### src/rtl/dbd_pkg.sv
package dbd_pkg;

  // ----------------------------------------
  // Word framing
  // ----------------------------------------
  localparam int LANES = 3;
  localparam int SLOTS_PER_WORD = 9;
  localparam int PAYLOAD_BITS = 7;
  localparam logic [3:0] SLOT_FIRST = 4'h0;
  localparam logic [3:0] SLOT_LAST = 4'h8;
  localparam logic [3:0] SLOT_SAT = 4'hF;
  localparam logic [3:0] STROBE_SLOT = 4'h4;

  // ----------------------------------------
  // Timing
  // ----------------------------------------
  localparam logic [4:0] LOST_CYCLES = 5'h12;
  localparam int LOCK_PERIODS_DEFAULT = 32800;

  // One received lane word, first serial bit in payload[0]
  typedef struct packed {
    logic flagN;
    logic flagInv;
    logic [PAYLOAD_BITS-1:0] payload;
  } dbd_word_type;

  // Parallel output bus, lane 0 in the low bits
  typedef struct packed {
    logic [PAYLOAD_BITS-1:0] lane2;
    logic [PAYLOAD_BITS-1:0] lane1;
    logic [PAYLOAD_BITS-1:0] lane0;
  } dbd_par_type;

endpackage

### src/rtl/dbd_deser.sv
// Summary of operation
// - Only the balanced inversion coding is decoded; no raw mode exists.
// - Clock frequency change or hot plug just restarts locking, no power cycle.
// - Exactly nine bit slots per link clock period on every lane.
// - Stopped or slow link clock forces all parallel outputs low.
// - Lane held static low drives its own outputs low.
// - Power-down low tri-states all outputs and halts the lock logic.
// - After power-down release outputs are driven low until lock.
// - Lock is reached whatever order clock, power-down and supply arrive.
// - Lock counter on link periods, at most 32800; outputs low meanwhile.
// - Seven payload bits plus two complementary flags; inversion is undone.
// - Output data valid at rising or falling output clock edge per variant.
// - Lane 0 feeds outputs 0..6, lane 1 feeds outputs 7..13.
module dbd_deser #(
  parameter int LOCK_PERIODS = dbd_pkg::LOCK_PERIODS_DEFAULT,
  parameter bit RISING_STROBE = 1'b1
) (
  input wire logic clk,
  input wire logic rst_n,
  input wire logic powerDownN,
  input wire logic linkClockIn,
  input wire logic [dbd_pkg::LANES-1:0] serialLaneIn,
  output logic [dbd_pkg::PAYLOAD_BITS-1:0] lane0ParallelOut,
  output logic [dbd_pkg::PAYLOAD_BITS-1:0] lane1ParallelOut,
  output logic [dbd_pkg::PAYLOAD_BITS-1:0] lane2ParallelOut,
  output logic parallelOutEn,
  output logic parallelClockOut,
  output logic parallelClockOutEn
);

  localparam int LW = $clog2(LOCK_PERIODS + 1);
  localparam logic [LW-1:0] LOCK_DONE = LW'(LOCK_PERIODS);
  localparam logic [LW-1:0] LOCK_ONE = LW'(1);

  // ----------------------------------------
  // Word decode
  // ----------------------------------------
  // Undo inversion; invalid flag pair (static lane) yields zero
  function automatic logic [dbd_pkg::PAYLOAD_BITS-1:0] decodeWord(input dbd_pkg::dbd_word_type w);
    logic [dbd_pkg::PAYLOAD_BITS-1:0] r;
    r = '0;
    if (w.flagInv != w.flagN) begin
      r = w.flagInv ? ~w.payload : w.payload;
    end
    return r;
  endfunction

  // ----------------------------------------
  // State
  // ----------------------------------------
  logic linkPrev_q;
  logic [3:0] slot_q, slot_d;
  logic [4:0] idle_q, idle_d;
  logic [LW-1:0] lockCnt_q, lockCnt_d;
  dbd_pkg::dbd_word_type [dbd_pkg::LANES-1:0] shift_q, shift_d;
  dbd_pkg::dbd_par_type data_q, data_d, decoded;
  logic clkOut_q, clkOut_d;
  logic outEn_q;

  // Edge, framing, loss and lock decode
  wire linkRise = linkClockIn & ~linkPrev_q;
  wire goodFrame = linkRise & (slot_q == dbd_pkg::SLOT_LAST);
  wire badFrame = linkRise & (slot_q != dbd_pkg::SLOT_LAST);
  wire clkLost = (idle_q >= dbd_pkg::LOST_CYCLES);
  wire locked = (lockCnt_q == LOCK_DONE);
  wire lockClear = ~powerDownN | clkLost | badFrame;
  wire quietOut = ~powerDownN | ~locked | clkLost;

  // Slot and idle counters, held at SLOT_SAT and zero in power-down
  assign slot_d = ~powerDownN ? dbd_pkg::SLOT_SAT :
                  linkRise ? dbd_pkg::SLOT_FIRST :
                  (slot_q == dbd_pkg::SLOT_SAT) ? slot_q : slot_q + 4'h1;
  assign idle_d = (~powerDownN | linkRise) ? 5'h00 :
                  clkLost ? idle_q : idle_q + 5'h01;

  // Lock interval counter, counted in link periods
  assign lockCnt_d = lockClear ? '0 :
                     (goodFrame & ~locked) ? lockCnt_q + LOCK_ONE : lockCnt_q;

  // Lane mapping onto the parallel bus
  assign decoded.lane0 = decodeWord(shift_q[0]);
  assign decoded.lane1 = decodeWord(shift_q[1]);
  assign decoded.lane2 = decodeWord(shift_q[2]);
  assign data_d = quietOut ? '0 : goodFrame ? decoded : data_q;

  // Output strobe edge placed mid-word
  assign clkOut_d = ~quietOut & ((slot_d >= dbd_pkg::STROBE_SLOT) == RISING_STROBE);

  // Serial shift, first bit ends in payload bit 0
  always_comb begin
    for (int i = 0; i < dbd_pkg::LANES; i++) begin
      shift_d[i] = powerDownN ? {serialLaneIn[i], shift_q[i][dbd_pkg::SLOTS_PER_WORD-1:1]} : shift_q[i];
    end
  end

  // ----------------------------------------
  // Registers
  // ----------------------------------------
  always_ff @(posedge clk) begin
    if (!rst_n) begin
      linkPrev_q <= 1'b0;
      slot_q <= dbd_pkg::SLOT_SAT;
      idle_q <= 5'h00;
      lockCnt_q <= '0;
      shift_q <= '0;
    end else begin
      linkPrev_q <= linkClockIn;
      slot_q <= slot_d;
      idle_q <= idle_d;
      lockCnt_q <= lockCnt_d;
      shift_q <= shift_d;
    end
  end

  // Output flops
  always_ff @(posedge clk) begin
    if (!rst_n) begin
      data_q <= '0;
      clkOut_q <= 1'b0;
      outEn_q <= 1'b0;
    end else begin
      data_q <= data_d;
      clkOut_q <= clkOut_d;
      outEn_q <= powerDownN;
    end
  end

  assign lane0ParallelOut = data_q.lane0;
  assign lane1ParallelOut = data_q.lane1;
  assign lane2ParallelOut = data_q.lane2;
  assign parallelOutEn = outEn_q;
  assign parallelClockOut = clkOut_q;
  assign parallelClockOutEn = outEn_q;
endmodule

### config.mk
export PLATFORM = sky130hd
export DESIGN_NAME = dbd_deser
export DESIGN_NICKNAME = d
export VERILOG_FILES = /design/src/rtl/dbd_pkg.sv /design/src/rtl/dbd_deser.sv
export SDC_FILE = /design/constraint.sdc
export NUM_CORES = 1
export LEC_CHECK = 0
export ABC_AREA = 1
export BUFFER_PORTS_ARGS = -buffer_cell sky130_fd_sc_hd__buf_2
export CELL_PAD_IN_SITES_DETAIL_PLACEMENT = 2
export CELL_PAD_IN_SITES_GLOBAL_PLACEMENT = 2
export CORE_ASPECT_RATIO = 2
export CORE_UTILIZATION = 34
export CTS_CLUSTER_SIZE = 10
export DETAILED_ROUTE_END_ITERATION = 8
export PLACE_DENSITY_LB_ADDON = 0.1
export REMOVE_ABC_BUFFERS = 1
export SLEW_MARGIN = 5
export SYNTH_ARGS = -nofsm -noshare
export SYNTH_HDL_FRONTEND = slang
export SYNTH_SLANG_ARGS = --single-unit
### constraint.sdc
create_clock -name clk -period 1.5 [get_ports clk]
set_input_delay 0.45 -clock clk [delete_from_list [all_inputs] [get_ports clk]]
set_output_delay 0.45 -clock clk [all_outputs]
set_load 0.02 [all_outputs]
==> results of run 1 <==
metrics by stage:
stage / cell area (sq um) / hold slack, ns
6_report: 4810 / 0.309
5_1_grt: 4810 / 0.327
4_1_cts: 4600 / 0.302
3_5_place_dp: 4130 / 0.470
3_3_place_gp: 4130 / 0.466
2_1_floorplan: 3470 / 0.450
area by class of cell:
cell class	count	area [sq um]
Multi-Input combinational cell	353	1970
Inverter	40	155
Timing Repair Buffer	78	651
Tap cell	137	171
Clock buffer	13	260
Sequential cell	76	1530
Fill cell	1195	5610
Clock inverter	3	68.8
per-layer routing:
layer | vias to the layer above | wire length, um | global-route usage
li1 | 1759 | - | -
met1 | 1818 | 4880 | 0.224
met2 | 48 | 8110 | 0.482
met3 | 24 | 198 | 0.0402
met4 | 0 | 486 | 0.0925
met5 | - | 0 | 0
cells in the mapped netlist:
library cell  count
nand2_1         114
dfxtp_1          76
nor2_1           56
o21ai_0          48
a21oi_1          40
inv_1            35
nand3_1          26
o211ai_1         16
clkbuf_1         12
nand4_1           7
ha_1              6
xor2_1            6
buf_2             5
buf_6             5
nor2_2            5
o2111ai_1         5
a21oi_2           4
or2_2             4
clkinv_1          3
nor2_4            3
buf_4             2
inv_2             2
nand2_4           2
nor3_1            2
o21a_1            2
a21oi_4           1
a31oi_1           1
clkbuf_8          1
nand2_2           1
nand3_2           1
nand4_4           1
nor3_2            1
xnor2_1           1
timing repair:
item	in CTS	in global routing
hold buffers	0	0
cloned	2	2
setup buffers	3	5
hold endpoints to repair	0	0
setup endpoints to repair	33	38
pin swaps	5	7
resized for setup	15	50
kinds of logic (layout without fill, tap and decap cells):
group,count (synthesis),in the layout,synth area share
fa+ha+maj,6,6,0.0207
flops,76,76,0.420
xor+xnor,7,7,0.0169
buf+inv,65,134,0.0843
simple gates,223,223,0.271
compound gates,117,117,0.187
how the worst max path moves through the flow:
stage	from	to	slack, ns	cells after the start
finish	slot_q[0]	lockCnt_q[14]	-0.04	10
global route	lockCnt_q[1]	lockCnt_q[10]	-0.11	9
CTS	slot_q[0]	lockCnt_q[14]	-0.003	9
detailed placement	linkClockIn	lockCnt_q[5]	-0.05	8
global placement	linkClockIn	lockCnt_q[0]	-0.03	7
floorplan	slot_q[0]	lockCnt_q[15]	-0.83	8
state kept, by name, summed over array words and instances, names as in the netlist:
| register | count |
|---|---|
| idle_q | 5 |
| lane2ParallelOut | 7 |
| lane1ParallelOut | 7 |
| parallelClockOutEn | 1 |
| parallelClockOut | 1 |
| lockCnt_q | 16 |
| shift_q | 27 |
| slot_q | 4 |
| lane0ParallelOut | 7 |
| linkPrev_q | 1 |
report_power, final:
part	leakage [nW]	switching, mW	total, mW	internal (mW)
combinational	1.04	0.226	0.368	0.142
clock	0.160	0.877	2.43	1.55
sequential	0.621	0.0554	2.13	2.08
worst min-delay path: stages:
cell     delay [ns]
buf_2          0.09
nand2_1        0.04
inv_1          0.04
==> results.cfg, run 1 <==
[status]
status = complete, but fails checks
violations = setup timing

[critical_path]
slowest_delay_ns = 0.32
cp_top_family = buffers and inverters
worstPathCellList = inv_2 > ha_4 > nand3_4 > nor2_4 > inv_2 > a21oi_4 > buf_12 > buf_16 > nand2_1 > a21oi_2
cpMaxStageDelayCell = dfxtp_2
endpoint_kind = flop
crit_required_ns = 1.77
critical_path.most_common_cell = inv_2
arrival_ns = 1.81
reg2reg_to = lockCnt_q[14]
critPathMaxFanout = 5
reg2reg_from = slot_q[0]
cp-start-kind = flop
path_buf_inv = 4
reg2regPathDepth = 10
r2r_slack_ns = -0.04
crit_type = flop to flop

[yosys]
ys_types = 33
ys_warn_count = 0
synth_top_cell_by_area = dfxtp_1
syn_inst = 494
syn_area_sq_um = 3620
ys_top_cells_by_area = dfxtp_1 (42%), nand2_1 (12%), o21ai_0 (6.6%), nor2_1 (5.8%), a21oi_1 (5.5%)
syn_area_per_cell_sq_um = 7.33
yosysSeqAreaShare = 0.420
synth-seq-cells = 76
yosysTopAreaCellShare = 0.420

[timing]
finalCriticalPeriod_ns = 1.54
hold_viol_final = 0
slew_violations = 0
slew_headroom = 0.772
rsz0062_at_grt = yes
layout_setup_ws_ns = -0.0385
skew_ns = 0.00770
tightest_slew_ns = 0.341
setup_viol = 9
fmax_mhz = 650
min_period_over_period = 1.03
fin_tns_setup_ns = -0.124

[global_route]
grt_max_degree = 30
first_global_vias = 3965
grt.total_usage = 0.240
grt_remaining_overflow = 0
antenna_found_initial = 0
grt_pass1_wl_um = 19700

[placed_design]
place_inst = 674
dp_hpwl_um = 8730
gp_congestion = 0.828
io_buffers = 30
dp_slack_ns = -0.0535

[detailed_routing]
avgRoutedWirePerCell_um = 19.5
via_per_inst = 5.21
dr.pass1.iters = 4
dr_total_vias = 3649
drc_errors = 0
drtAntennaViolNets = 0
wl_um = 13700
drt_iter0_drc = 93

[finish]
layout.nets = 571
final_core_util = 0.462
drive_gt1_frac = 0.288
fin_cells = 700
antenna_cells = 0
layout_commonest_cell = nand2_1
final_cell_mix = nand2_1 (109), dfxtp_1 (69), nor2_1 (48), o21ai_0 (44), buf_4 (36)
area_growth_pct = 32.7

[clocking]
htreeDepth = 3
cts_tree = built
cts-buffers-inserted = 9
clk_path_buf_depth = 2
clk_pin_slew_ns = 0.06
cts_root_buffer = clkbuf_16
cts.sinks = 76
clk_latency_ns = 0.34

[floorplan]
rows = 53
start_util = 0.348
die_w_um = 75.0
fp.dieH_um = 148
core_area_sq_um = 10400
dieArea_sq_um = 11100
io_pins = 31

[pwr]
p_leak_nw = 1.82
peakVddDrop_mv = 0.723
power_density_nw_per_um2 = 1030
report.power.total_mw = 4.93

[min_path]
whs_endpoint = linkPrev_q
hp-class = input port to flop
hold_depth = 3
hold_path.startpoint = linkClockIn

[job]
max-cap-violations = 0
Note: power is estimated with default switching activity, not from simulation.
==> run 2, diff against run 1 <==
Settings changed: ABC_AREA 1 to default, CORE_UTILIZATION 34 to 37.
==> run 2 against run 1 <==
Net effect:
- the run still ends with setup timing left
- non-clock buffer count rose by 24
- die area fell by 14%
- global-route usage is 6.9 points higher
- first-iteration DRC count grew 23%
- cell area grew 7.5%
- sequential cell count is the same
- clock power decreased by 6%
- critical path type unchanged
==> results.cfg, run 2 <==
[clocking]
clk_pin_slew_ns = 0.07
clk_latency_ns = 0.35
clk_path_buf_depth = 2
cts_root_buffer = clkbuf_16
cts-buffers-inserted = 9
cts_tree = built
cts.sinks = 76
hold_buffers = 0
htreeDepth = 3

[status]
violations = setup timing
status = complete, but fails checks

[placed_design]
dpl_cell_area_sq_um = 4000
gp_congestion = 0.803
io_buffers = 30
dp_hpwl_um = 7470
place_inst = 534

[detailed_routing]
drtAntennaViolNets = 0
via_per_inst = 6.03
wl_um = 17400
dr_total_vias = 3424
top_layer_used = met4
avgRoutedWirePerCell_um = 30.6
dr.pass1.iters = 4
wl_met3_um = 414
drc_errors = 0
dr_wl_met2_um = 9850
wl_met1_um = 5900
drt_iter0_drc = 114

[yosys]
syn_inst = 369
synth-edff-count = 0
yosysMostFrequentCell = dfxtp_1
synth_top_cell_by_area = dfxtp_1
ys_warn_count = 0
synth-seq-cells = 76
yosysSeqAreaShare = 0.452
yosysTopAreaCellShare = 0.452
synthFlopType = dfxtp_1
ys_types = 42
postSynth.asyncResetShare = 0
ys_top_cells_by_area = dfxtp_1 (45%), mux2i_1 (9.8%), nor2b_1 (5.9%), nor2_1 (5.5%), nor3_1 (3.0%)
syn_area_per_cell_sq_um = 9.13
syn_area_sq_um = 3370
synthTopCellsByCount = dfxtp_1 (76), nor2_1 (49), mux2i_1 (33)

[critical_path]
reg2reg_from = slot_q[0]
cpMaxStageDelayCell = a211oi_1
reg2regPathDepth = 7
critPathLaunch = slot_q[0]
arrival_ns = 2.02
endpoint_kind = flop
slowest_delay_ns = 0.38
r2r_slack_ns = -0.30
cp-start-kind = flop
worstPathCellList = inv_2 > ha_4 > and3b_2 > nand2_4 > buf_6 > a211oi_1 > nor3_2
critPathMaxFanout = 10
reg2reg_to = lane0ParallelOut[2]
crit_type = flop to flop
crit_required_ns = 1.72
endpoint = lane0ParallelOut[2]

[pwr]
p_leak_nw = 2.03
power_density_nw_per_um2 = 911
report.power.total_mw = 4.70
peakVddDrop_mv = 1.29

[timing]
finalCriticalPeriod_ns = 1.80
slew_headroom = 0.370
tightest_slew_ns = 0.943
fmax_mhz = 555
slew_violations = 0
setup_viol = 41
whs_ns = 0.394
skew_ns = 0.0149
min_period_over_period = 1.20
layout_setup_ws_ns = -0.302
hold_viol_final = 0
rsz0062_at_grt = yes

[global_route]
grt_max_degree = 30
grt_remaining_overflow = 0
grt.total_usage = 0.309
grt_pass1_wl_um = 21800
first_global_vias = 3800
antenna_found_initial = 0

[floorplan]
rows = 48
die_w_um = 69.5
io_pins = 31
dieArea_sq_um = 9520
start_util = 0.387
core_area_sq_um = 8710
fp.dieH_um = 137

[finish]
regArea_sq_um = 1540
antenna_cells = 0
final_cell_mix = dfxtp_1 (63), buf_4 (55), nor2_1 (38), mux2i_1 (33), nor2b_1 (32)
largest_reg_flops = 27
fin_cells = 568
top_register = shift_q
fillCellCount = 810
final_core_util = 0.593
largestRegisters = shift_q: 27 flops, lockCnt_q: 16 flops
final_area_sq_um = 5170
layout_commonest_cell = dfxtp_1
area_growth_pct = 53.3
multiInputGateArea_sq_um = 2350
layout.nets = 476
drive_gt1_frac = 0.483

[min_path]
hp-class = input port to flop

[job]
max-cap-violations = 0
[run 2: how the worst min path moves through the flow]
stage	start	endpoint	slack, ns	depth (start not counted)
CTS	linkClockIn	linkPrev_q	0.35	2
global route	linkClockIn	linkPrev_q	0.38	2
finish	linkClockIn	linkPrev_q	0.39	2
floorplan	lockCnt_q[15]	lockCnt_q[15]	0.45	2
global placement	lockCnt_q[15]	lockCnt_q[15]	0.48	2
detailed placement	lockCnt_q[15]	lockCnt_q[15]	0.48	2
[run 2: stage by stage]
step,setup slack [ns],setup TNS [ns]
floorplan,-0.305,-6.58
global placement,-0.135,-3.37
detailed placement,-0.206,-5.29
CTS,-0.146,-2.43
global route,-0.327,-8.45
finish,-0.302,-7.23
[run 2: area by class of cell]
class,count,area share
clock buffers,15,0.0518
clock inverters,1,0.00581
inverters,11,0.00799
multi-input cells,263,0.455
flip-flops and latches,76,0.298
well taps,100,0.0242
repair buffers,102,0.158
[run 2: critical path, delay by kind of cell (launching register included)]
family,cells,cell delay [ns]
and+or+nand+nor,3,0.49
AOI/OAI and AO/OA,1,0.38
adders and majority gates,1,0.15
DFF,1,0.34
buffers and inverters,2,0.30
[run 2: cells by family after synthesis]
logic type / Yosys count / share of synthesized area
AO/OA/AOI/OAI: 54 / 0.114
XOR/XNOR: 9 / 0.0234
adder cells (fa/ha/maj): 6 / 0.0223
buffers and inverters: 30 / 0.0397
flip-flops: 76 / 0.452
multiplexers: 33 / 0.0980
AND/OR/NAND/NOR: 161 / 0.251
[run 2: layer usage]
| layer | up-vias | global-route usage |
|---|---|---|
| li1 | 1493 | - |
| met1 | 1741 | 0.287 |
| met2 | 128 | 0.631 |
| met3 | 62 | 0.0479 |
| met4 | 0 | 0.154 |
| met5 | - | 0 |
[run 2: repair_timing]
| action | in CTS | in global routing |
|---|---|---|
| setup endpoints to repair | 38 | 39 |
| gates cloned | 2 | 1 |
| buffers inserted | 9 | 8 |
| pin swaps | 23 | 20 |
| gates resized for setup | 96 | 61 |
[run 2: report_power, final]
part / switching [mW] / total, mW / internal [mW]
Clock: 0.901 / 2.29 / 1.39
Combinational: 0.212 / 0.351 / 0.138
Sequential: 0.0264 / 2.07 / 2.04
Total: 1.14 / 4.70 / 3.57
==> run 3, diff against run 2 <==
Settings changed: CORE_UTILIZATION 37 to 30, PLACE_DENSITY from default to 0.7, PLACE_DENSITY_LB_ADDON 0.1 to default.
==> run 3 against run 2 <==
Net effect:
- the flow still finishes with violations (setup timing)
- setup slack gained 0.031 ns
- wire length down 18%
- clock skew fell by 0.0050 ns
- non-clock buffer count grew 2
- combinational power shrank 5%
- critical endpoint is now lockCnt_q[6]
- core utilization shrank 12 points
- die area rose by 23%
- via count down 3.9%
==> results.cfg, run 3 (same netlist as run 2, synthesis figures left out) <==
[finish]
largest_reg_flops = 27
drive_gt1_frac = 0.469
largestRegisters = shift_q: 27 flops, lockCnt_q: 16 flops
layout.nets = 478
layout_commonest_cell = dfxtp_1
antenna_cells = 0
final_cell_mix = dfxtp_1 (64), buf_4 (60), nor2_1 (44), mux2i_1 (33), nor2b_1 (32)
fillCellCount = 1140
fin_cells = 609
area_growth_pct = 53.7
top_register = shift_q

[global_route]
grt_remaining_overflow = 0
grt_max_degree = 30
first_global_vias = 3633
antenna_found_initial = 0
grt_pass1_wl_um = 19600
grt.total_usage = 0.218

[clocking]
cts_root_buffer = clkbuf_16
cts.sinks = 76
cts-buffers-inserted = 9
hold_buffers = 0
cts_tree = built
clk_pin_slew_ns = 0.07
clk_latency_ns = 0.34
clk_path_buf_depth = 2
htreeDepth = 3

[floorplan]
die_w_um = 76.9
io_pins = 31
start_util = 0.308
rows = 54
core_area_sq_um = 10900
dieArea_sq_um = 11700
fp.dieH_um = 152

[detailed_routing]
drt_iter0_drc = 88
drtAntennaViolNets = 0
via_per_inst = 5.40
avgRoutedWirePerCell_um = 23.3
dr.pass1.iters = 4
wl_um = 14200
dr_total_vias = 3289
drc_errors = 0

[critical_path]
arrival_ns = 2.03
endpoint_kind = flop
critPathMaxFanout = 8
cp-start-kind = flop
crit_required_ns = 1.76
crit_type = flop to flop

[job]
max-cap-violations = 0

[timing]
min_period_over_period = 1.18
hold_viol_final = 0
setup_viol = 39
finalCriticalPeriod_ns = 1.77
fmax_mhz = 565
slew_violations = 0
skew_ns = 0.00992
tightest_slew_ns = 0.519
rsz0062_at_grt = yes
whs_ns = 0.371
layout_setup_ws_ns = -0.271
slew_headroom = 0.653

[placed_design]
io_buffers = 30
gp_congestion = 0.785
place_inst = 579
dp_hpwl_um = 7390

[pwr]
p_leak_nw = 1.99
peakVddDrop_mv = 0.662
power_density_nw_per_um2 = 904

[min_path]
hp-class = input port to flop

[status]
status = complete, but fails checks
violations = setup timing
## run 3: cell count changes in the layout (fill, tap and decap cells not counted), moves of 4 or more
cell / before / now
buf_4: 55 / 60
nor2_1: 38 / 44
xnor2_2: 5 / 1
clkbuf_1: 4 / 0
xnor2_1: 3 / 7
## run 3: metal layers
layer | up-vias | routed length (um) | part of all wire | global-route usage
met3 | 47 | 277 | 0.020 | 0.0396
li1 | 1500 | - | - | -
met1 | 1657 | 5080 | 0.36 | 0.214
met2 | 85 | 8150 | 0.57 | 0.428
met4 | 0 | 680 | 0.048 | 0.0925
met5 | - | 0 | 0 | 0
## run 3: path summary, 6_finish.rpt
check / startpoint / endpoint / slack (ns) / cells past startpoint
hold / removal: serialLaneIn[1] / shift_q[17] / 0.37 / 3
setup reg to reg: slot_q[1] / lockCnt_q[6] / -0.27 / 7
setup / recovery: slot_q[1] / lockCnt_q[6] / -0.27 / 7
hold reg to reg: lockCnt_q[15] / lockCnt_q[15] / 0.51 / 2
## run 3: layout make-up
type                            instances  area [sq um]  area share
Sequential cell                        76          1540       0.297
Inverter                               11          41.3     0.00797
Clock buffer                           11           253      0.0488
Clock inverter                          4          48.8     0.00942
Timing Repair Buffer                  104           815       0.157
Tap cell                              140           175      0.0338
Multi-Input combinational cell        263          2310       0.446
## run 3: what timing repair did
| item | 4_1_cts | 5_1_grt |
|---|---|---|
| gates cloned | 0 | 3 |
| endpoints found under the hold margin | 0 | 0 |
| pin swaps | 16 | 18 |
| setup buffers | 10 | 4 |
| endpoints found under the setup margin | 39 | 40 |
| resized for setup | 74 | 70 |
## run 3: worst max-delay path, cell delays in order (launching register included)
cell and delay, ns:
dfxtp_2 0.33, inv_2 0.06, ha_4 0.13, and3b_2 0.23, buf_6 0.13, nand2_8 0.09, or4_4 0.52, a21oi_2 0.20
## run 3: stage by stage
step / power, mW / setup TNS [ns] / setup slack (ns) / area [sq um] / util
3_5_place_dp: 2.36 / -9.39 / -0.334 / 4070 / 0.372
5_1_grt: 4.83 / -7.32 / -0.309 / 5180 / 0.473
3_3_place_gp: 2.35 / -7.71 / -0.280 / 4070 / 0.372
6_report: 4.68 / -4.64 / -0.271 / 5180 / 0.473
4_1_cts: 4.61 / -1.35 / -0.131 / 4740 / 0.433
2_1_floorplan: 2.23 / -6.58 / -0.305 / 3280 / -
## run 3: report_power, final
group          total, mW  internal, mW  switching, mW
Sequential          2.06          2.04         0.0228
Combinational      0.334         0.136          0.198
Clock               2.28          1.37          0.912
